[config.mk]
export PLATFORM = sky130hd
export DESIGN_NAME = pur_top
export DESIGN_NICKNAME = d
export VERILOG_FILES = /design/src/rtl/pur_pkg.sv /design/src/rtl/pur_cal.sv /design/src/rtl/pur_fifo.sv /design/src/rtl/pur_top.sv
export SDC_FILE = /design/constraint.sdc
export NUM_CORES = 1
export LEC_CHECK = 0
export BUFFER_PORTS_ARGS = -buffer_cell sky130_fd_sc_hd__clkbuf_2
export CORE_MARGIN = 2
export CORE_UTILIZATION = 25
export CTS_CLUSTER_DIAMETER = 150
export DETAILED_ROUTE_END_ITERATION = 8
export REMOVE_ABC_BUFFERS = 1
export SETUP_SLACK_MARGIN = 0.4
export SLEW_MARGIN = 20
export SYNTH_ARGS = -nofsm -noshare
export SYNTH_HDL_FRONTEND = slang
export SYNTH_SLANG_ARGS = --single-unit
[constraint.sdc]
create_clock -name core_clk -period 7.9 [get_ports core_clk]
set_input_delay 0.79 -clock core_clk [delete_from_list [all_inputs] [get_ports core_clk]]
set_output_delay 0.79 -clock core_clk [all_outputs]
set_load 0.05 [all_outputs]
[src/rtl/pur_pkg.sv]
// Shared constants, types and BCD helper for the pattern-unlocked timekeeper
`default_nettype none
package pur_pkg;
   // Unlock key, first byte in the low bits, each byte sent LSB first
   localparam logic [63:0] KEY = 64'h5ca3_3ac5_5ca3_3ac5;
   localparam logic [5:0] LAST_BIT = 6'h3f;
   localparam int FIFO_W = 11;
   localparam int FIFO_D = 16;
   // Register indices
   localparam logic [2:0] REG_HUND = 3'h0;
   localparam logic [2:0] REG_HOUR = 3'h3;
   localparam logic [2:0] REG_DAY = 3'h4;
   localparam logic [2:0] REG_YEAR = 3'h7;
   // Field positions
   localparam int HR_MODE_BIT = 7;
   localparam int HR_PM_BIT = 5;
   localparam int DAY_RST_BIT = 4;
   localparam int DAY_OSC_BIT = 5;
   // Synchronised pin positions
   localparam int PIN_CE = 0;
   localparam int PIN_OE = 1;
   localparam int PIN_WE = 2;
   localparam int PIN_D = 3;
   localparam int PIN_ABORT = 4;
   localparam int PIN_PF = 5;
   localparam int PIN_ROM = 6;
   localparam int PIN_XTAL = 7;
   // Crystal rate and hundredths rate for the phase accumulator
   localparam logic [15:0] XTAL_HZ = 16'h8000;
   localparam logic [15:0] TICK_HZ = 16'h0064;
   typedef logic [7:0][7:0] pur_regs_t;
   // Writable bits per register, year first
   localparam pur_regs_t REG_MASK = {8'hff, 8'h1f, 8'h3f, 8'h37, 8'hbf, 8'h7f, 8'h7f, 8'hff};
   localparam pur_regs_t REG_RESET = {8'h00, 8'h01, 8'h01, 8'h21, 8'h00, 8'h00, 8'h00, 8'h00};
   typedef enum logic [1:0] {
      ST_IDLE = 2'b00,
      ST_MATCH = 2'b01,
      ST_DEAD = 2'b10,
      ST_XFER = 2'b11
   } pur_state_e;
   typedef enum logic [1:0] {
      EV_NONE = 2'b00,
      EV_WR = 2'b01,
      EV_RD = 2'b10
   } pur_event_e;
   // BCD step: returns {carry, value}; values above hi also wrap to lo
   function automatic logic [8:0] pur_bcd_step(input logic [7:0] v, input logic [7:0] lo,
                                               input logic [7:0] hi);
      if (v >= hi) begin
         pur_bcd_step = {1'b1, lo};
      end else if (v[3:0] == 4'h9) begin
         pur_bcd_step = {1'b0, v[7:4] + 4'h1, 4'h0};
      end else begin
         pur_bcd_step = {1'b0, v[7:4], v[3:0] + 4'h1};
      end
   endfunction
endpackage
`default_nettype wire

[src/rtl/pur_cal.sv]
// Combinational BCD clock and calendar advance by one hundredth
`default_nettype none
module pur_cal (
   input wire logic tick,
   input wire pur_pkg::pur_regs_t cur,
   output pur_pkg::pur_regs_t nxt
);
   logic [8:0] hund, sec, mins, hr24, hr12, wday, date, mon, year;
   logic [7:0] dim;
   logic leap;
   logic hr_c;
   // Field steps first, then the carry chain picks which ones land
   always_comb begin
      hund = pur_pkg::pur_bcd_step(cur[0], 8'h00, 8'h99);
      sec = pur_pkg::pur_bcd_step(cur[1], 8'h00, 8'h59);
      mins = pur_pkg::pur_bcd_step(cur[2], 8'h00, 8'h59);
      hr24 = pur_pkg::pur_bcd_step({2'b00, cur[3][5:0]}, 8'h00, 8'h23);
      hr12 = pur_pkg::pur_bcd_step({3'b000, cur[3][4:0]}, 8'h01, 8'h12);
      wday = pur_pkg::pur_bcd_step({5'b00000, cur[4][2:0]}, 8'h01, 8'h07);
      // Every fourth year; year 00 counts as leap, right for 2000 only
      leap = cur[7][4] ? (cur[7][3:0] == 4'h2 || cur[7][3:0] == 4'h6)
                       : (cur[7][3:0] == 4'h0 || cur[7][3:0] == 4'h4 || cur[7][3:0] == 4'h8);
      case (cur[6])
         8'h02: dim = leap ? 8'h29 : 8'h28;
         8'h04, 8'h06, 8'h09, 8'h11: dim = 8'h30;
         default: dim = 8'h31;
      endcase
      date = pur_pkg::pur_bcd_step(cur[5], 8'h01, dim);
      mon = pur_pkg::pur_bcd_step(cur[6], 8'h01, 8'h12);
      year = pur_pkg::pur_bcd_step(cur[7], 8'h00, 8'h99);
      hr_c = 1'b0;
      nxt = cur;
      if (tick) begin
         nxt[0] = hund[7:0];
         if (hund[8]) begin
            nxt[1] = sec[7:0];
            if (sec[8]) begin
               nxt[2] = mins[7:0];
               if (mins[8]) begin
                  if (cur[3][pur_pkg::HR_MODE_BIT]) begin
                     // 11 to 12 flips the meridiem; only 11 PM rolls the day
                     nxt[3] = {cur[3][7:6], cur[3][5] ^ (cur[3][4:0] == 5'h11), hr12[4:0]};
                     hr_c = cur[3][pur_pkg::HR_PM_BIT] && cur[3][4:0] == 5'h11;
                  end else begin
                     nxt[3] = {cur[3][7:6], hr24[5:0]};
                     hr_c = hr24[8];
                  end
                  if (hr_c) begin
                     nxt[4] = {cur[4][7:3], wday[2:0]};
                     nxt[5] = date[7:0];
                     if (date[8]) begin
                        nxt[6] = mon[7:0];
                        if (mon[8]) begin
                           nxt[7] = year[7:0];
                        end
                     end
                  end
               end
            end
         end
      end
   end
endmodule // pur_cal
`default_nettype wire

[src/rtl/pur_fifo.sv]
// Parameterised flip-flop FIFO with valid/ready on both sides
`default_nettype none
module pur_fifo #(
   parameter int WIDTH = 11,
   parameter int DEPTH = 16
) (
   input wire logic core_clk,
   input wire logic rstn,
   input wire logic flush,
   input wire logic in_valid,
   input wire logic [WIDTH-1:0] in_data,
   output logic in_ready,
   output logic out_valid,
   output logic [WIDTH-1:0] out_data,
   input wire logic out_ready
);
   localparam int AW = $clog2(DEPTH);
   typedef struct packed {
      logic [DEPTH-1:0][WIDTH-1:0] mem;
      logic [AW-1:0] wp;
      logic [AW-1:0] rp;
      logic [AW:0] cnt;
   } pur_fifo_s;
   pur_fifo_s s;
   pur_fifo_s next_s;
   logic push;
   logic pop;
   // Pointers wrap by width, so depth must be a power of two
   assign in_ready = s.cnt != (AW + 1)'(DEPTH);
   assign out_valid = s.cnt != '0;
   assign out_data = s.mem[s.rp];
   // Next state; flush wins over a simultaneous push
   always_comb begin
      next_s = s;
      push = in_valid && in_ready;
      pop = out_valid && out_ready;
      if (push) begin
         next_s.mem[s.wp] = in_data;
         next_s.wp = s.wp + 1'b1;
      end
      if (pop) begin
         next_s.rp = s.rp + 1'b1;
      end
      next_s.cnt = s.cnt + (AW + 1)'(push) - (AW + 1)'(pop);
      if (flush) begin
         next_s.wp = '0;
         next_s.rp = '0;
         next_s.cnt = '0;
      end
   end
   always_ff @(posedge core_clk) begin
      if (!rstn) begin
         s <= '0;
      end else begin
         s <= next_s;
      end
   end
endmodule // pur_fifo
`default_nettype wire

[src/rtl/pur_top.sv]
// Timekeeper hidden behind a memory chip enable, unlocked by a serial key
`default_nettype none
module pur_top (
   input wire logic core_clk,
   input wire logic rstn,
   input wire logic chip_enable_in_n,
   input wire logic out_enable_n,
   input wire logic write_enable_n,
   input wire logic data_in,
   output logic data_out,
   output logic data_out_oe,
   output logic memory_enable_out_n,
   input wire logic abort_n,
   input wire logic power_fail,
   input wire logic rom_mode,
   input wire logic xtal_in
);
   typedef struct packed {
      logic [7:0] s1;
      logic [7:0] s2;
      logic [7:0] s3;
      logic [7:0] f;
      logic ce_d;
      logic xtal_d;
      pur_pkg::pur_state_e st;
      logic [5:0] ptr;
      logic [5:0] idx;
      logic saw_wr;
      logic saw_rd;
      logic wbit;
      pur_pkg::pur_event_e ev;
      logic ev_bit;
      logic [63:0] snap;
      logic [7:0] asmb;
      logic wany;
      logic commit;
      logic q;
      logic q_oe;
      logic [15:0] acc;
      pur_pkg::pur_regs_t regs;
   } pur_top_s;
   pur_top_s s;
   pur_top_s next_s;
   logic pf, rom, abort, go, go_wr, go_rd, tick, push_req, stall, wany_n, xbit, flush;
   logic f_in_ready, f_out_valid, f_out_ready;
   logic [7:0] asm_n;
   logic [15:0] sum;
   logic [10:0] f_out_data;
   pur_pkg::pur_regs_t cal_nxt;

   pur_fifo #(
      .WIDTH(pur_pkg::FIFO_W),
      .DEPTH(pur_pkg::FIFO_D)
   ) u_fifo (
      .core_clk(core_clk),
      .rstn(rstn),
      .flush(flush),
      .in_valid(push_req),
      .in_data({s.idx[5:3], asm_n}),
      .in_ready(f_in_ready),
      .out_valid(f_out_valid),
      .out_data(f_out_data),
      .out_ready(f_out_ready)
   );

   pur_cal u_cal (
      .tick(tick),
      .cur(s.regs),
      .nxt(cal_nxt)
   );

   // Filtered pin levels; the bus strobes are async to core_clk
   assign pf = s.f[pur_pkg::PIN_PF];
   assign rom = s.f[pur_pkg::PIN_ROM];

   assign memory_enable_out_n = pf ? !rom : ((s.st == pur_pkg::ST_XFER) ? 1'b1 : chip_enable_in_n);
   assign data_out = s.q;
   assign data_out_oe = s.q_oe;
   // Drain stalls on a tick so a count and a host write never collide
   assign f_out_ready = s.commit && !tick;

   // Control terms that the next-state process and the checks share
   always_comb begin
      abort = pf || (!s.regs[pur_pkg::REG_DAY][pur_pkg::DAY_RST_BIT] && !s.f[pur_pkg::PIN_ABORT]);
      xbit = (s.ev == pur_pkg::EV_WR) ? s.ev_bit : s.snap[s.idx];
      wany_n = s.wany || (s.ev == pur_pkg::EV_WR);
      asm_n = s.asmb;
      asm_n[s.idx[2:0]] = xbit;
      push_req = (s.st == pur_pkg::ST_XFER) && (s.ev != pur_pkg::EV_NONE) && (s.idx[2:0] == 3'h7)
                 && wany_n && !abort;
      stall = push_req && !f_in_ready;
      go = (s.ev != pur_pkg::EV_NONE) && !stall && !abort;
      go_wr = go && (s.ev == pur_pkg::EV_WR);
      go_rd = go && (s.ev == pur_pkg::EV_RD);
      flush = abort && (s.st == pur_pkg::ST_XFER);
      sum = s.acc + pur_pkg::TICK_HZ;
      tick = s.f[pur_pkg::PIN_XTAL] && !s.xtal_d && !s.regs[pur_pkg::REG_DAY][pur_pkg::DAY_OSC_BIT]
             && (sum >= pur_pkg::XTAL_HZ);
   end

   // Next state of the whole block
   always_comb begin
      next_s = s;
      // Three-stage sync; a level moves once stages two and three agree
      next_s.s1 = {xtal_in, rom_mode, power_fail, abort_n, data_in, write_enable_n, out_enable_n,
                   chip_enable_in_n};
      next_s.s2 = s.s1;
      next_s.s3 = s.s2;
      next_s.f = (s.f & (s.s2 ^ s.s3)) | (s.s2 & ~(s.s2 ^ s.s3));
      next_s.ce_d = s.f[pur_pkg::PIN_CE];
      next_s.xtal_d = s.f[pur_pkg::PIN_XTAL];
      if (s.f[pur_pkg::PIN_XTAL] && !s.xtal_d && !s.regs[pur_pkg::REG_DAY][pur_pkg::DAY_OSC_BIT]) begin
         next_s.acc = tick ? sum - pur_pkg::XTAL_HZ : sum;
      end
      if (!s.f[pur_pkg::PIN_CE]) begin
         if (!s.f[pur_pkg::PIN_WE]) begin
            next_s.saw_wr = 1'b1;
            next_s.wbit = s.f[pur_pkg::PIN_D];
         end
         if (!s.f[pur_pkg::PIN_OE]) begin
            next_s.saw_rd = 1'b1;
         end
      end
      if (go) begin
         next_s.ev = pur_pkg::EV_NONE;
      end
      // A cycle is judged when chip enable rises; write beats read
      if (s.f[pur_pkg::PIN_CE] && !s.ce_d) begin
         next_s.ev = s.saw_wr ? pur_pkg::EV_WR : (s.saw_rd ? pur_pkg::EV_RD : pur_pkg::EV_NONE);
         next_s.ev_bit = s.wbit;
         next_s.saw_wr = 1'b0;
         next_s.saw_rd = 1'b0;
      end
      case (s.st)
         pur_pkg::ST_IDLE, pur_pkg::ST_DEAD: begin
            if (go_rd) begin
               next_s.st = pur_pkg::ST_MATCH;
               next_s.ptr = 6'h00;
            end
         end
         pur_pkg::ST_MATCH: begin
            if (go_rd) begin
               next_s.ptr = 6'h00;
            end else if (go_wr) begin
               if (s.ev_bit == pur_pkg::KEY[s.ptr]) begin
                  next_s.ptr = s.ptr + 6'h01;
                  if (s.ptr == pur_pkg::LAST_BIT) begin
                     next_s.st = pur_pkg::ST_XFER;
                     next_s.idx = 6'h00;
                     next_s.snap = s.regs;
                     next_s.wany = 1'b0;
                  end
               end else begin
                  next_s.st = pur_pkg::ST_DEAD;
               end
            end
         end
         pur_pkg::ST_XFER: begin
            if (go) begin
               next_s.asmb = asm_n;
               next_s.wany = (s.idx[2:0] == 3'h7) ? 1'b0 : wany_n;
               next_s.idx = s.idx + 6'h01;
               if (s.idx == pur_pkg::LAST_BIT) begin
                  next_s.st = pur_pkg::ST_IDLE;
               end
            end
         end
         default: begin
            next_s.st = pur_pkg::ST_IDLE;
         end
      endcase
      // Read data waits on the bit index so it stands before the strobe
      next_s.q = s.snap[next_s.idx];
      next_s.q_oe = (s.st == pur_pkg::ST_XFER) && !s.f[pur_pkg::PIN_CE] && !s.f[pur_pkg::PIN_OE]
                    && s.f[pur_pkg::PIN_WE] && !abort;
      // Commit after the whole stream; setting wins over the clear
      if (s.commit && !f_out_valid) begin
         next_s.commit = 1'b0;
      end
      if (go && s.st == pur_pkg::ST_XFER && s.idx == pur_pkg::LAST_BIT) begin
         next_s.commit = 1'b1;
      end
      if (abort) begin
         next_s.st = pur_pkg::ST_IDLE;
         next_s.ev = pur_pkg::EV_NONE;
         next_s.wany = 1'b0;
         next_s.q_oe = 1'b0;
      end
      if (tick) begin
         next_s.regs = cal_nxt;
      end else if (f_out_valid && f_out_ready) begin
         next_s.regs[f_out_data[10:8]] = f_out_data[7:0] & pur_pkg::REG_MASK[f_out_data[10:8]];
      end
   end

   // Single state register
   always_ff @(posedge core_clk) begin
      if (!rstn) begin
         // Sync stages start at the pins' idle levels so no false power fail or crystal edge follows reset
         s <= '{s1: 8'h1f, s2: 8'h1f, s3: 8'h1f, f: 8'h1f, ce_d: 1'b1, xtal_d: 1'b0, st: pur_pkg::ST_IDLE,
                ptr: 6'h00, idx: 6'h00, saw_wr: 1'b0, saw_rd: 1'b0, wbit: 1'b0, ev: pur_pkg::EV_NONE,
                ev_bit: 1'b0, snap: 64'h0, asmb: 8'h00, wany: 1'b0, commit: 1'b0, q: 1'b0, q_oe: 1'b0,
                acc: 16'h0000, regs: pur_pkg::REG_RESET};
      end else begin
         s <= next_s;
      end
   end
endmodule // pur_top
`default_nettype wire

### Yosys cells after proc, flatten, opt, wreduce, memory -nomap -nowiden

Memories as Yosys holds them, arrays and structs flattened. A register that Yosys moved wholly into a read port is not among the register bits.
Index checks and enable logic that the tools add are counted.

| cells by class | value |
|---|---|
| add/subtract/negate cells | 24 |
| magnitude comparators | 20 |
| eq/ne operators | 51 |
| multiplexer cells | 85 |
| bitwise operators | 13 |
| reduce and logical (&&, ||, !) cells | 83 |

Operators by type and width:

| kind | count |
|---|---|
| $bwmux W176 | 1 |
| $mux W64 | 2 |
| $mux W8 | 13 |
| $bwmux W64 | 1 |
| $add A4 B1 Y4 const B | 15 |
| $mux W56 | 1 |
| $mux W9 | 6 |
| $mux W48 | 1 |
| $bmux W11 S4 | 1 |
| $demux W11 S4 | 1 |
| $mux W40 | 1 |
| $mux W6 | 6 |
| $eq A4 B4 Y1 const B | 8 |
| $mux W16 | 2 |
| $mux W32 | 1 |
| $reduce_and A6 Y1 | 5 |
| $logic_and A1 B1 Y1 | 29 |
| $and A8 B8 Y8 | 3 |
| $demux W8 S3 | 1 |
| $pmux W6 S2 | 2 |
| $mux W1 | 22 |
| $mux W11 | 2 |
| $lt A6 B7 Y1 const B | 3 |
| $ne A3 B1 Y1 const B | 6 |
| other kinds (67) | 143 |

| storage, ports and cells | value |
|---|---|
| register bits after elaboration | 399 |
| memory bits (read-only) | 128 |
| output and inout bits | 3 |
| logic and storage cells | 336 |
| memories | 2 |

Memory list:

| name | depth | bits a word | rd ports | clocked after memory_dff | write ports | line | source |
|---|---|---|---|---|---|---|---|
| (no name shown) | 8 | 8 | 1 | 0 | 0 | pur_top.sv:192 | `next_s.regs[f_out_data[10:8]] = f_out_data[7:0] & pur_pkg::REG_MASK[f_out_data[10:8]];` |
| (no name shown) | 64 | 1 | 1 | 1 | 0 | pur_top.sv:145 | `if (s.ev_bit == pur_pkg::KEY[s.ptr]) begin` |

### Logic depth before layout (Yosys ltp)

| logic depth | value |
|---|---|
| depth after elaboration | 15 |
| mapped depth | 16 |
| mapped depth without buffers | 15 |

### Modules after synthesis

Synthesis repeated with hierarchy kept, for this count alone.

| second synthesis, totals | value |
|---|---|
| cell total of the unflattened synthesis | 2312 |
| area, all modules | 20716.1 µm² |

Modules (own cells, without submodules):

| module | times used | cells an instance | area each (µm²) | sequential area each (µm²) |
|---|---|---|---|---|
| pur_top | 1 | 1214 | 9713.1 | 4184.0 |
| pur_fifo | 1 | 776 | 8947.3 | 3783.6 |
| pur_cal | 1 | 322 | 2055.7 | 0.0 |

### Least setup slack after synthesis

No wires, ideal clock.

| path | value |
|---|---|
| path type | reg2reg |
| start | reg s[52] (netlist name) |
| end | reg s[44] (netlist name) |
| arrival time | 3360 ps |
| required time | 7784 ps |
| path slack | 4424 ps |
| stages on the path, launching flop included | 16 |
| path buffers | 1 |
| period minus slack after synthesis | 3476 ps |
| cells stage by stage | dfxtp_1 inv_1 ha_1 nor3b_1 nand4_1 inv_1 a22oi_1 ha_1 or4b_1 a21o_1 a21o_1 a2111oi_4 o21ai_2 and2_0 buf_2 o211a_1 |

| between the ends | value |
|---|---|
| word-level cells in the longest chain between the ends | 10 |
| elaborated cells on any way between the ends | 16 |
| those cells by class | 1 x order compare; 6 x eq/ne; 7 x mux; 2 x reduce/logical |

Ends and longest elaborated chain:

| element | line | source |
|---|---|---|
| from (decl) | pur_top.sv:42 | `pur_top_s s;` |
| from (signal assigned) | pur_top.sv:200 | `s <= '{s1: 8'h1f, s2: 8'h1f, s3: 8'h1f, f: 8'h1f, ce_d: 1'b1, xtal_d: 1'b0, st: pur_pkg::ST_IDLE,` |
| from (signal assigned) | pur_top.sv:205 | `s <= next_s;` |
| $eq A8 B3 Y1, or another cell as far along | pur_cal.sv:23 | `case (cur[6])` |
| $reduce_or A4 Y1 | pur_cal.sv:23 |  |
| $pmux W8 S2 (*) | pur_cal.sv:23 |  |
| $ge A8 B8 Y1 (*) | pur_pkg.sv:49 | `if (v >= hi) begin` |
| $mux W9 | pur_pkg.sv:49 |  |
| $mux W32 | pur_cal.sv:48 | `if (hr_c) begin` |
| $mux W40 | pur_cal.sv:39 | `if (mins[8]) begin` |
| $mux W48 | pur_cal.sv:37 | `if (sec[8]) begin` |
| $mux W56 | pur_cal.sv:35 | `if (hund[8]) begin` |
| $mux W64 | pur_top.sv:189 | `if (tick) begin` |

Mark *: on every way between the ends. The rest lies on a longest branch, timed or not. The select of a mux whose other input is x is not followed.
A chain may end at the register's enable or synchronous reset.

### Worst setup path after layout

| path | value |
|---|---|
| start | reg u_fifo.s[5] (netlist name) |
| end | reg s[15] (netlist name) |

| between the ends | value |
|---|---|
| word-level cells in the longest chain between the ends | 9 |
| elaborated cells on any way between the ends | 13 |
| those cells by class | 2 x order compare; 8 x mux; 1 x bitwise; 1 x reduce/logical; 1 x memory |

Ends and longest elaborated chain:

| element | line | source |
|---|---|---|
| from (decl) | pur_fifo.sv:24 | `pur_fifo_s s;` |
| from (signal assigned) | pur_fifo.sv:55 | `s <= next_s;` |
| $bmux W11 S4 (*) | pur_fifo.sv:31 | `assign out_data = s.mem[s.rp];` |
| $mux W11 (not written as such) (*) | pur_fifo.sv:31 |  |
| $lt A3 B4 Y1 (not written as such) / $ge A3 B1 Y1 (equally long branches) | pur_top.sv:192 |  |
| $logic_and A1 B1 Y1 (not written as such) | pur_top.sv:192 |  |
| $mux W8 (not written as such) | pur_top.sv:192 |  |
| $demux W8 S3 | pur_top.sv:192 |  |
| $bwmux W64 (*) | pur_top.sv:192 |  |
| $mux W64 (*) | pur_top.sv:191 | `end else if (f_out_valid && f_out_ready) begin` |
| $mux W64 (*) | pur_top.sv:189 |  |

Marked as above.

==> summary.txt <==
=====================================================================================
Status                                                                   complete, no violations
Reg2Reg Setup Slack                                                           3.46 ns
Gate Count Post-Synth                                                           2,391
Storage element area                                                        7970 um^2
Power density cells                                                       186 nW/um^2
Hold-critical path endpoint                                               next_s[198]
Mean post-synth cell area                                                   8.55 um^2
Final core area utilization                                                     28.4%
Wire length of the first global-routing pass                                96,300 um
Max_slew headroom                                                               28.4%
Sequential-to-total area share from yosys stat                                  39.0%
Final critical-path share of the clock period                                   56.3%
Most Used Layer, Global Route                                                    met2
Proportion of synthesized area in mux cells                                     9.36%
Setup slack after placement                                                   3.52 ns
Worst reg2reg path endpoint                                                     s[15]
Post-CTS setup buffers                                                              0
Time the worst path needs with I/O delays and setup                           4.44 ns
Reg-to-Reg Start                                                          u_fifo.s[5]
Net total in the final layout                                                   2,345
Final estimated routing congestion in global placement                          0.872
Share of the synthesized area in compound gates (AO/OA/AOI/OAI)                 24.7%
Total detailed-routing wirelength                                           62,100 um
Overflow left after global routing                                                  0
Transition time at the pin with the least slew margin                         1.07 ns
Number of buffers added to fix hold violations after cts                            0
Leading cell types in the layout, fill and taps excluded                 sky130_fd_sc_hd__dfxtp_1, sky130_fd_sc_hd__nand2_1, sky130_fd_sc_hd__a21oi_1
Register-to-Register Path Depth                                                    12
Crit path largest cell delay                                                  0.94 ns
Critical setup path kind                                                 register to register
Max-cap check violation count                                                       0
Post-synthesis share of cell area spent on and, or, nand and nor gates          17.7%
Critical Path Source Type                                                    register
Detail-routed via count per cell                                                 5.29
Final setup margin                                                            3.46 ns
Final Max Slew Viols                                                                0
Sequential group share of total power                                           47.4%
Die X                                                                          290 um
Cell area after synthesis                                                 20,400 um^2
Data arrival time at the worst-slack endpoint                                 4.97 ns
Clock Tree Buf Depth                                                                3
First-iteration detailed-routing DRC count                                      1,557
Post-synthesis adder-cell area fraction                                         2.61%
Classification of the worst-slack hold path                              primary input to register
Number of synthesized register bits                                               398
Post-route design area                                                    22,900 um^2
Clock-pin slew on the worst setup and hold paths                              0.06 ns
Initial core utilization                                                        25.3%
I/O pin cnt                                                                        13
Required time of the worst setup path                                         8.43 ns
Routed Antenna Nets                                                                 0
Fraction of met1 tracks used by global routing                                  19.0%
Vias in the first global route                                                 16,578
Cts repair resizes                                                                  0
Post-synth EDFFs                                                                    0
Maximum clock rate                                                          0.225 GHz
XOR/XNOR share of the synthesized area                                          1.50%
Standard cell area after detailed placement                               21,300 um^2
Layout Area Growth over Synthesis                                               12.0%
Global Route Usage Sum                                                          14.2%
Async set-reset flop share out of synthesis                                        0%
Area share of the largest cell type after synthesis                             39.0%
Number of warnings reported in the yosys synthesis log                              0
Clock network power share                                                       51.4%
Fill cell count                                                                 8,633
Switching power                                                            0.000950 W
Most common cell after layout, fill and taps aside                       sky130_fd_sc_hd__dfxtp_1
Number of distinct library cells after synthesis                                   94
Maximum vdd ir drop                                                          0.127 mV
Startpoint of the worst hold path                                             abort_n
Hold Path Stages                                                                    2
Overall die area                                                          84,000 um^2
Port-buffer cells                                                                  12
Vertical extent of the die                                                     290 um
Clock Skew                                                                  0.0365 ns
Final number of setup-violating endpoints                                           0
Total vias in the final route                                                  17,916
Hold violation total from the final report                                          0
Maximum fanout along the worst path                                                47
Initial antenna violation count                                                     1
Standard-cell rows                                                                104
Critical path cell sequence                                              buf_4 -> mux2i_1 -> a221oi_1 -> o21ai_1 -> nand2_2 -> inv_1 -> ha_1 -> nand3_1 -> nand3b_1 -> nor4b_1 -> a21oi_1 -> nor2_1
Total area of multi-input combinational cells                             11,500 um^2
Dominant combinational cell family by area after synthesis               compound AO/OA/AOI/OAI gates
Core box area                                                             80,700 um^2
Number of H-tree levels                                                             2
Synth area leader                                                        sky130_fd_sc_hd__dfxtp_1
Global routing met3 resource utilization                                        2.51%
Clock sink count                                                                  398
Number of buffers added by the clock tree synthesis step                           45
TritonCTS clock tree                                                              yes
Static leakage                                                                7.87 nW
Met2 usage in global routing                                                    22.9%
Number of antenna diodes                                                            0
Slowest cell on crit path                                                sky130_fd_sc_hd__dfxtp_4
Post-route DRC violation count                                                      0
Pint                                                                        0.00329 W
Largest net degree at the start of global routing                                  91
Main synth FF type                                                       sky130_fd_sc_hd__dfxtp_1
Setup crit end kind                                                          register
Buffer cell driving the clock tree root                                  sky130_fd_sc_hd__clkbuf_16
Top cells by area in the synthesized netlist                             sky130_fd_sc_hd__dfxtp_1, sky130_fd_sc_hd__a21oi_1, sky130_fd_sc_hd__o311a_1, sky130_fd_sc_hd__nand2_1, sky130_fd_sc_hd__nor2_1
Number of iterations in the first detailed-routing pass                             8
Combinational Power Share                                                        1.1%
Setup repair after global routing missed its margin                             false
Clock latency on the worst-skew pair                                          0.61 ns
WL per Instance                                                               18.3 um
Layout cell share with drive strength beyond 1                                  10.1%
Placed wire-length estimate                                                 39,000 um
Switch share                                                                    22.4%
=====================================================================================
-- metal layers --
layer	up-vias	routed length, um	share of wire, %
met2	542	28800	46
met4	2	1710	2.8
met3	105	4120	6.6
met5	-	13	0.021
met1	8772	27500	44
li1	8495	-	-
-- how the worst max path moves through the flow --
stage / startpoint / endpoint / slack, ns / cells past startpoint
3_3_place_gp: u_fifo.s[5] / s[15] / 3.59 / 12
5_1_grt: u_fifo.s[5] / s[14] / 3.13 / 10
3_5_place_dp: u_fifo.s[5] / s[15] / 3.52 / 12
2_1_floorplan: s[163] / s[84] / -2.54 / 9
6_report: u_fifo.s[5] / s[15] / 3.46 / 12
4_1_cts: u_fifo.s[5] / s[15] / 3.50 / 12
-- critical path: cells and delay by family, from the launching register on --
family                     cells  cell delay [ns]
DFF                            1             0.94
and+or+nand+nor                5             1.35
buffers and inverters          2             0.60
muxes                          1             0.13
adders and majority gates      1             0.32
AOI/OAI and AO/OA              3             0.98
-- area by class of cell --
| type | instances | area share, % |
|---|---|---|
| clock buffer | 63 | 5.61 |
| clock inverter | 17 | 1.07 |
| inverter | 42 | 0.722 |
| multi-input combinational | 1753 | 50.2 |
| sequential | 398 | 34.9 |
| tap | 1060 | 5.80 |
| timing repair buffer | 53 | 1.74 |
-- power by group through the flow --
stage	clock, W	combinational [W]	sequential [W]
after global routing	0.00230	0.0000515	0.00201
after global placement	0	0.0000476	0.00206
after floorplan	0	0.0000172	0.00206
after CTS	0.00221	0.0000476	0.00201
final	0.00218	0.0000476	0.00201
after detailed placement	0	0.0000477	0.00206
-- per-stage QoR --
stage	instances	power (W)	hold slack [ns]	setup TNS (ns)
CTS	3385	0.00427	0.365	0
finish	3386	0.00424	0.387	0
detailed placement	3305	0.00211	0.393	0
global route	3386	0.00436	0.399	0
global placement	3304	0.00211	0.390	0
floorplan	2193	0.00208	0.386	-294.08
-- state kept, by name, indices dropped and copies added (netlist names), named ones only --
| register | flops |
|---|---|
| u_fifo.s | 189 |
| s | 182 |
| next_s | 16 |
| data_out | 1 |
| data_out_oe | 1 |
-- logic make-up (layout without fill, tap and decap cells) --
kind of cell,after synthesis,count (layout)
DFF,398,398
adders and majority gates,42,42
AOI/OAI and AO/OA,722,722
and+or+nand+nor,814,814
muxes,140,140
xor gates and xnor gates,35,35
buffers and inverters,240,175
-- Yosys cell counts, types with 19 or more instances --
| cell | number |
|---|---|
| sky130_fd_sc_hd__a211oi_1 | 19 |
| sky130_fd_sc_hd__nand2_1 | 334 |
| sky130_fd_sc_hd__nor2_1 | 273 |
| sky130_fd_sc_hd__and2_1 | 21 |
| sky130_fd_sc_hd__a21oi_1 | 310 |
| sky130_fd_sc_hd__o221ai_1 | 19 |
| sky130_fd_sc_hd__nor3_1 | 24 |
| sky130_fd_sc_hd__inv_1 | 41 |
| sky130_fd_sc_hd__nand2b_1 | 29 |
| sky130_fd_sc_hd__o311a_1 | 131 |
| sky130_fd_sc_hd__mux2i_1 | 88 |
| sky130_fd_sc_hd__dfxtp_1 | 398 |
| sky130_fd_sc_hd__o21ai_0 | 68 |
| sky130_fd_sc_hd__buf_2 | 25 |
| sky130_fd_sc_hd__a22oi_1 | 19 |
| sky130_fd_sc_hd__mux4_2 | 37 |
| sky130_fd_sc_hd__o22ai_1 | 19 |
| sky130_fd_sc_hd__clkbuf_1 | 145 |
| sky130_fd_sc_hd__ha_1 | 41 |
| sky130_fd_sc_hd__nand3_1 | 37 |
(Power assumes the default switching activity.)
